<file path="config.mk">
export PLATFORM = sky130hd
export DESIGN_NAME = rre_core
export DESIGN_NICKNAME = d
export VERILOG_FILES = /design/src/logic/rre_pkg.sv /design/src/logic/rre_stack_if.sv /design/src/logic/rre_core.sv /design/src/logic/rre_stack.sv
export VERILOG_INCLUDE_DIRS = /design/src /design/src/logic
export SDC_FILE = /design/constraint.sdc
export NUM_CORES = 1
export LEC_CHECK = 0
export ABC_CLOCK_PERIOD_IN_PS = 4500
export BUFFER_PORTS_ARGS = -buffer_cell sky130_fd_sc_hd__buf_2
export CORE_UTILIZATION = 43
export CTS_CLUSTER_DIAMETER = 50
export DETAILED_ROUTE_END_ITERATION = 8
export GPL_TIMING_DRIVEN = 1
export PLACE_DENSITY = 0.59
export RECOVER_POWER = 50
export SKIP_CTS_REPAIR_TIMING = 1
export SYNTH_ARGS = -nofsm -noshare
export SYNTH_HDL_FRONTEND = slang
export SYNTH_SLANG_ARGS = --single-unit
</file>
<file path="constraint.sdc">
create_clock -name pclk -period 4.5 [get_ports pclk]
set_input_delay 0.9 -clock pclk [delete_from_list [all_inputs] [get_ports pclk]]
set_output_delay 0.9 -clock pclk [all_outputs]
set_load 0.005 [all_outputs]
</file>
<file path="src/logic/rre_defines.svh">
`ifndef RRE_DEFINES_SVH
`define RRE_DEFINES_SVH

// widths
`define RRE_IW 14
`define RRE_PCW 15
`define RRE_STACK_DEPTH 16

// apb byte offsets
`define RRE_OFS_FETCH 12'h000
`define RRE_OFS_WREG 12'h004
`define RRE_OFS_STATUS 12'h008
`define RRE_OFS_INTCTL 12'h00C
`define RRE_OFS_PC 12'h010
`define RRE_OFS_STACK 12'h014
`define RRE_OFS_DISCARD 12'h018

// field positions
`define RRE_IRQ_EN_BIT 7
`define RRE_CARRY_BIT 0
`define RRE_DEST_BIT 7

// opcode encodings; literal return matched on bits 13:10, rotate on 13:8
`define RRE_OPC_RET_IRQ 14'h0009
`define RRE_OPC_RETURN 14'h0008
`define RRE_OPC_RET_LIT 4'hD
`define RRE_OPC_ROT_LEFT 6'h0D

// reset values
`define RRE_RST_PC 15'h0000
`define RRE_RST_W 8'h00
`define RRE_RST_INTCTL 8'h00

`endif

</file>
<file path="src/logic/rre_pkg.sv">
`include "rre_defines.svh"
package rre_pkg;

  // core sequencing, gray along run -> refill
  typedef enum logic [1:0] {
    RRE_RUN = 2'b00,
    RRE_REFILL = 2'b01
  } rre_state_t;

  typedef enum logic [2:0] {
    RRE_OP_OTHER,
    RRE_OP_RET_IRQ,
    RRE_OP_RETURN,
    RRE_OP_RET_LIT,
    RRE_OP_ROT_LEFT
  } rre_op_t;

  // whole state of the executing core apart from the return stack, which rre_stack holds
  typedef struct packed {
    rre_state_t state;
    logic [`RRE_IW-1:0] slot;
    logic slot_v;
    logic [`RRE_PCW-1:0] pc;
    logic [7:0] w;
    logic carry;
    logic [7:0] intctl;
    logic [6:0] file_addr;
    logic [7:0] file_wdata;
    logic file_we;
    logic [31:0] prdata;
    logic pready;
    logic pslverr;
    logic [7:0] discards;
  } rre_core_t;

endpackage

</file>
<file path="src/logic/rre_stack_if.sv">
`timescale 1ns/1ps
interface rre_stack_if #(
  parameter int PCW = 15,
  parameter int LW = 5
);
  logic push;
  logic pop;
  logic [PCW-1:0] push_data;
  logic [PCW-1:0] top;
  logic [LW-1:0] level;

  modport core (output push, output pop, output push_data, input top, input level);
  modport mem (input push, input pop, input push_data, output top, output level);
endinterface

</file>
<file path="src/logic/rre_core.sv">
// Our own choices: the APB interface to the registers and the register offsets.
`timescale 1ns/1ps
`include "rre_defines.svh"
module rre_core #(
  parameter int DEPTH = `RRE_STACK_DEPTH
) (
  input wire logic pclk,
  input wire logic presetn,
  input wire logic psel,
  input wire logic penable,
  input wire logic pwrite,
  input wire logic [11:0] paddr,
  input wire logic [31:0] pwdata,
  output logic [31:0] prdata,
  output logic pready,
  output logic pslverr,
  input wire logic [7:0] file_rdata,
  output logic [6:0] file_addr,
  output logic [7:0] file_wdata,
  output logic file_we,
  output logic [`RRE_PCW-1:0] pc,
  output logic [7:0] working_reg,
  output logic carry,
  output logic global_irq_enable
);
  localparam int LW = $clog2(DEPTH + 1);

  rre_pkg::rre_core_t r_q;
  rre_pkg::rre_core_t r_d;
  rre_pkg::rre_op_t op;
  logic [7:0] rot;

  rre_stack_if #(.PCW(`RRE_PCW), .LW(LW)) stk ();

  rre_stack #(.PCW(`RRE_PCW), .DEPTH(DEPTH), .LW(LW)) u_stack (
    .pclk(pclk),
    .presetn(presetn),
    .st(stk)
  );

  // instruction word to operation
  function automatic rre_pkg::rre_op_t decode(input logic [`RRE_IW-1:0] iw);
    if (iw == `RRE_OPC_RET_IRQ) begin
      return rre_pkg::RRE_OP_RET_IRQ;
    end else if (iw == `RRE_OPC_RETURN) begin
      return rre_pkg::RRE_OP_RETURN;
    end else if (iw[13:10] == `RRE_OPC_RET_LIT) begin
      return rre_pkg::RRE_OP_RET_LIT;
    end else if (iw[13:8] == `RRE_OPC_ROT_LEFT) begin
      return rre_pkg::RRE_OP_ROT_LEFT;
    end
    return rre_pkg::RRE_OP_OTHER;
  endfunction

  // offset recognised by the slave
  function automatic logic known(input logic [11:0] a);
    return a == `RRE_OFS_FETCH || a == `RRE_OFS_WREG || a == `RRE_OFS_STATUS ||
      a == `RRE_OFS_INTCTL || a == `RRE_OFS_PC || a == `RRE_OFS_STACK ||
      a == `RRE_OFS_DISCARD;
  endfunction

  assign op = decode(r_q.slot);
  // old carry in at bit 0, bit 7 leaves as new carry
  assign rot = {file_rdata[6:0], r_q.carry};

  always_comb begin
    r_d = r_q;
    r_d.file_we = 1'b0;
    stk.push = 1'b0;
    stk.pop = 1'b0;
    stk.push_data = pwdata[`RRE_PCW-1:0];

    // apb: one wait cycle, effect at the edge that sees pready high
    if (psel && penable && !r_q.pready) begin
      if (!(pwrite && paddr == `RRE_OFS_FETCH && r_q.slot_v)) begin
        r_d.pready = 1'b1;
        r_d.pslverr = !known(paddr);
        r_d.prdata = 32'h0000_0000;
        if (!pwrite) begin
          // read mux, unmapped offsets read zero
          case (paddr)
            `RRE_OFS_FETCH: begin
              r_d.prdata = {30'h0000_0000, r_q.state == rre_pkg::RRE_REFILL, r_q.slot_v};
            end
            `RRE_OFS_WREG: begin
              r_d.prdata = {24'h0000_00, r_q.w};
            end
            `RRE_OFS_STATUS: begin
              r_d.prdata = {31'h0000_0000, r_q.carry};
            end
            `RRE_OFS_INTCTL: begin
              r_d.prdata = {24'h0000_00, r_q.intctl};
            end
            `RRE_OFS_PC: begin
              r_d.prdata = {17'h0_0000, r_q.pc};
            end
            `RRE_OFS_STACK: begin
              r_d.prdata = {{(32-LW){1'b0}}, stk.level};
            end
            `RRE_OFS_DISCARD: begin
              r_d.prdata = {24'h0000_00, r_q.discards};
            end
            default: begin
              r_d.prdata = 32'h0000_0000;
            end
          endcase
        end
      end
    end else if (psel && penable && r_q.pready) begin
      r_d.pready = 1'b0;
      r_d.pslverr = 1'b0;
      if (pwrite && !r_q.pslverr) begin
        // write side, lands at the edge that sees pready high
        case (paddr)
          `RRE_OFS_FETCH: begin
            r_d.slot = pwdata[`RRE_IW-1:0];
            r_d.slot_v = 1'b1;
            r_d.file_addr = pwdata[6:0];
          end
          `RRE_OFS_WREG: begin
            r_d.w = pwdata[7:0];
          end
          `RRE_OFS_STATUS: begin
            r_d.carry = pwdata[`RRE_CARRY_BIT];
          end
          `RRE_OFS_INTCTL: begin
            r_d.intctl = pwdata[7:0];
          end
          `RRE_OFS_PC: begin
            r_d.pc = pwdata[`RRE_PCW-1:0];
          end
          `RRE_OFS_STACK: begin
            stk.push = 1'b1;
          end
          default: begin
            r_d.w = r_q.w;
          end
        endcase
      end
    end else begin
      r_d.pready = 1'b0;
      r_d.pslverr = 1'b0;
    end

    // execution, wins over a software write in the same cycle, except a stack push, which rre_stack takes in place of the pop
    case (r_q.state)
      rre_pkg::RRE_RUN: begin
        if (r_q.slot_v) begin
          r_d.slot_v = 1'b0;
          case (op)
            // returns pop the stack and go through one refill cycle
            rre_pkg::RRE_OP_RET_IRQ: begin
              stk.pop = 1'b1;
              r_d.pc = stk.top;
              r_d.intctl[`RRE_IRQ_EN_BIT] = 1'b1;
              r_d.state = rre_pkg::RRE_REFILL;
            end

            rre_pkg::RRE_OP_RETURN: begin
              stk.pop = 1'b1;
              r_d.pc = stk.top;
              r_d.state = rre_pkg::RRE_REFILL;
            end

            rre_pkg::RRE_OP_RET_LIT: begin
              r_d.w = r_q.slot[7:0];
              stk.pop = 1'b1;
              r_d.pc = stk.top;
              r_d.state = rre_pkg::RRE_REFILL;
            end

            // rotate through carry, done in this one cycle
            rre_pkg::RRE_OP_ROT_LEFT: begin
              r_d.carry = file_rdata[7];
              if (r_q.slot[`RRE_DEST_BIT]) begin
                r_d.file_wdata = rot;
                r_d.file_we = 1'b1;
              end else begin
                r_d.w = rot;
              end
              r_d.pc = r_q.pc + `RRE_PCW'(1);
            end

            // anything else only advances the program counter
            default: r_d.pc = r_q.pc + `RRE_PCW'(1);
          endcase
        end
      end
      rre_pkg::RRE_REFILL: begin
        // second cycle: drop whatever was fetched behind the return
        if (r_q.slot_v) begin
          r_d.slot_v = 1'b0;
          r_d.discards = r_q.discards + 8'h01;
        end
        r_d.state = rre_pkg::RRE_RUN;
      end
      default: r_d.state = rre_pkg::RRE_RUN;
    endcase
  end

  always_ff @(posedge pclk or negedge presetn) begin
    if (!presetn) begin
      r_q <= '0;
      r_q.state <= rre_pkg::RRE_RUN;
      r_q.pc <= `RRE_RST_PC;
      r_q.w <= `RRE_RST_W;
      r_q.intctl <= `RRE_RST_INTCTL;
    end else begin
      r_q <= r_d;
    end
  end

  // outputs straight from the state register
  assign prdata = r_q.prdata;
  assign pready = r_q.pready;
  assign pslverr = r_q.pslverr;
  assign file_addr = r_q.file_addr;
  assign file_wdata = r_q.file_wdata;
  assign file_we = r_q.file_we;
  assign pc = r_q.pc;
  assign working_reg = r_q.w;
  assign carry = r_q.carry;
  assign global_irq_enable = r_q.intctl[`RRE_IRQ_EN_BIT];
endmodule // rre_core

</file>
<file path="src/logic/rre_stack.sv">
`timescale 1ns/1ps
module rre_stack #(
  parameter int PCW = 15,
  parameter int DEPTH = 16,
  parameter int LW = 5
) (
  input wire logic pclk,
  input wire logic presetn,
  rre_stack_if.mem st
);
  localparam int PW = $clog2(DEPTH);

  typedef struct packed {
    logic [DEPTH-1:0][PCW-1:0] mem;
    logic [PW-1:0] ptr;
    logic [LW-1:0] level;
    logic [PCW-1:0] top;
  } rre_stk_t;

  rre_stk_t r_q;
  rre_stk_t r_d;

  // circular stack, top held in a register
  always_comb begin
    r_d = r_q;
    if (st.push) begin
      r_d.mem[r_q.ptr] = st.push_data;
      r_d.ptr = r_q.ptr + PW'(1);
      r_d.top = st.push_data;
      if (r_q.level != LW'(DEPTH)) begin
        r_d.level = r_q.level + LW'(1);
      end
    end else if (st.pop) begin
      r_d.ptr = r_q.ptr - PW'(1);
      r_d.top = r_q.mem[r_q.ptr - PW'(2)];
      if (r_q.level != '0) begin
        r_d.level = r_q.level - LW'(1);
      end
    end
  end

  always_ff @(posedge pclk or negedge presetn) begin
    if (!presetn) begin
      r_q <= '0;
    end else begin
      r_q <= r_d;
    end
  end

  assign st.top = r_q.top;
  assign st.level = r_q.level;
endmodule // rre_stack

</file>
==> summary.md <==
| Metric | Value |
|---|---|
| Cell count after synthesis | `1365` |
| EDFF count, synth | `0` |
| Worst hold path class | `in2async` |
| Most frequent cells in the layout | `dfrtp_1, mux2_2, nand2_1` |
| Clk_lat worst skew | `0.55 ns` |
| Pre-Repair DR Iteration Count | `7` |
| # setup viols final | `0` |
| Reg with most FFs | `u_stack.r_q` |
| Vias per cell | `5.79` |
| Post-synth ARST share | `100%` |
| Aggregate global routing overflow | `0` |
| Final Hold Vio Count | `0` |
| Vias in the first global route | `~11k` |
| Root Buffer | `clkbuf_16` |
| Area of the multi-input gates | `0.00767 mm2` |
| FMAX | `301 MHz` |
| Post-synth cell types | `71` |
| PortBufs | `97` |
| Post-Layout Cell Count | `1943` |
| Die Wd | `around 200 um` |
| Placed wire-length estimate | `28500 um` |
| Longest Clk Path Bufs | `3` |
| Crit Path Max Fanout | `43` |
| First-pass GRT wire length | `68200 um` |
| DRT antenna net count | `0` |
| Routability cong. | `0.842` |
| All-Layer GR Usage | `between 20% and 30%` |
| Critical path class | `in2reg` |
| P_leak | `0.00899 uW` |
| Residual DRC count | `0` |
| Final setup TNS | `0 ns` |
| Fin crit period | `around 3.3 ns` |
| RSZ-0062 raised after global routing | `no` |
| Area Growth Syn to Fin | `9.88%` |
| Ratio of cells with drive above 1 in the final layout | `between 30% and 40%` |
| DRT iter0 DRCs | `792` |
| Die height | `203 um` |
| Max-cap violations | `3` |
| Most common cell after layout, fill and taps aside | `dfrtp_1` |
| Flops & latches, synth | `346` |
| I/O pin count | `132` |
| Clock Skew | `roughly 0.033 ns` |
| Clock buffer count from CTS | `40` |
| Placed Cells | `1873` |
| Max-slew violations | `134` |
| Worst slew pin tran | `1.74 ns` |
| Status | `complete, but fails checks` |
| Final wirelength | `43300 um` |
| Antenna violations before repair | `1` |
| Predominant post-synthesis flop cell | `dfrtp_1` |
| Synth Cell Area | `0.0174 mm2` |
| Final Cycle Share | `73.7%` |
| Post-layout util | `48.0%` |
| Power Dens Cells | `336 mW/mm2` |
| H-tree depth | `2` |
| Max reg flops | `between 200 and 250` |
| # fillers | `3553` |
| Total power | `6410 uW` |
| CTS clk-pin slew, worst paths | `0.05 ns` |
| Max IR drop VDD | `0.258 mV` |
| CP required | `just under 5 ns` |
| Crit. End Element | `flop` |
| Worst Setup Start Kind | `input port` |
| Avg Inst Size Synth | `12.7 um2` |
| Biggest regs | `u_stack.r_q (244), r_q (31)` |
| DIE AREA | `0.0412 mm2` |
| Initial Util | `43.7%` |
| CTS tree | `yes` |
| YS warnings | `0` |
| Failing checks | `capacitance limit, slew limit` |
| Final net count | `1457` |
| Seq/Total Area, Yosys | `49.9%` |
| Pin count of the biggest net entering global routing | `roughly 120` |
| Slew margin rel. | `-16.2%` |
| Worst EP arrival | `3.71 ns` |
| Register area | `0.00866 mm2` |
| WL/cell | `roughly 22 um` |
| Clock sink count | `346` |
| Detailed-route via count | `11.2k` |
| # rows | `73` |
| Core area | `~0.040 mm2` |
-- synth_stat cells, drive strengths merged (7+ instances only) --
| master | count | area, um2 |
|---|---|---|
| nor4 | 15 | 143 |
| a22oi | 18 | 135 |
| nand3 | 26 | 130 |
| xnor2 | 14 | 123 |
| ha | 8 | 100 |
| nand4 | 9 | 71.3 |
| a221oi | 7 | 61.3 |
| nand2 | 143 | 537 |
| o211ai | 8 | 60.1 |
| mux2i | 21 | 210 |
| a31oi | 12 | 75.1 |
| clkbuf | 58 | 219 |
| o21ai | 34 | 170 |
| or4 | 12 | 93.8 |
| inv | 15 | 56.3 |
| mux4 | 60 | 1350 |
| dfrtp | 346 | 8660 |
| a22o | 11 | 96.3 |
| o2bb2ai | 8 | 70.1 |
| o22ai | 29 | 181 |
| nor3 | 29 | 302 |
| mux2 | 240 | 2780 |
| or3 | 7 | 43.8 |
| a21oi | 14 | 70.1 |
| buf | 110 | 822 |
| a32oi | 7 | 61.3 |
| xor2 | 8 | 70.1 |
| nor2 | 31 | 119 |
-- final timing paths --
check	end	slack [ns]	cells after the start	from
worst min register to register	u_stack.r_q[45]$_DFFE_PN0P_	0.46	2	u_stack.r_q[45]$_DFFE_PN0P_
worst max-delay path	u_stack.r_q[23]$_DFFE_PN0P_	1.18	11	paddr[9]
min in group pclk	u_stack.r_q[45]$_DFFE_PN0P_	0.46	2	u_stack.r_q[45]$_DFFE_PN0P_
max in group asynchronous	working_reg[1]$_DFF_PN0_	1.87	2	presetn
worst min-delay path	prdata[14]$_DFFE_PN0P_	0.41	1	presetn
worst max register to register	u_stack.r_q[63]$_DFFE_PN0P_	1.45	5	u_stack.r_q[21]$_DFFE_PN0P_
-- through the flow --
step	setup slack (ns)	instance area [um2]	hold WS, ns
6_report	1.18	19100	0.408
3_5_place_dp	0.720	17900	0.450
4_1_cts	1.23	19100	0.461
5_1_grt	0.988	19100	0.464
2_1_floorplan	0.742	17400	0.433
3_3_place_gp	0.744	17900	0.444
-- area by class of cell --
type | count | area share, %
multi-input cells | 852 | 40.2
clock inverters | 17 | 0.840
repair buffers | 135 | 4.00
clock buffers | 52 | 5.75
flip-flops and latches | 346 | 45.4
inverters | 15 | 0.295
diodes | 1 | 0.0131
well taps | 525 | 3.44
-- critical path, cell delays in order --
cell	delay (ns)
buf_2	0.12
or4_1	0.68
nor2_2	0.19
nand4_1	0.30
buf_4	0.39
ha_1	0.34
a21o_1	0.17
a21oi_1	0.29
nor2b_1	0.08
mux2i_1	0.14
nand3_1	0.09
-- metal layers --
metal	wire, um	global-route usage, %	vias to the layer above
li1	-	-	4992
met5	0	0	-
met2	20600	34.4	307
met4	1120	7.01	0
met1	19500	30.2	5879
met3	2110	3.34	63
-- cell families after synthesis --
family	count (synthesis)	share of synthesized area, %
AO/OA/AOI/OAI	176	7.06
XOR/XNOR	22	1.11
adder cells (fa/ha/maj)	10	0.807
buffers and inverters	183	6.32
flip-flops	346	49.9
multiplexers	321	25.0
other	1	0.0216
AND/OR/NAND/NOR	306	9.79
-- report_power, final --
| group | internal, uW | leakage [uW] | switching (uW) | total (uW) |
|---|---|---|---|---|
| logic | 33.4 | 0.00375 | 154 | 188 |
| registers | 3120 | 0.00463 | 4.05 | 3120 |
| clock network | 1790 | 0.000605 | 1310 | 3100 |
| total | 4940 | 0.00899 | 1470 | 6410 |
Note: power is estimated with default switching activity, not from simulation.
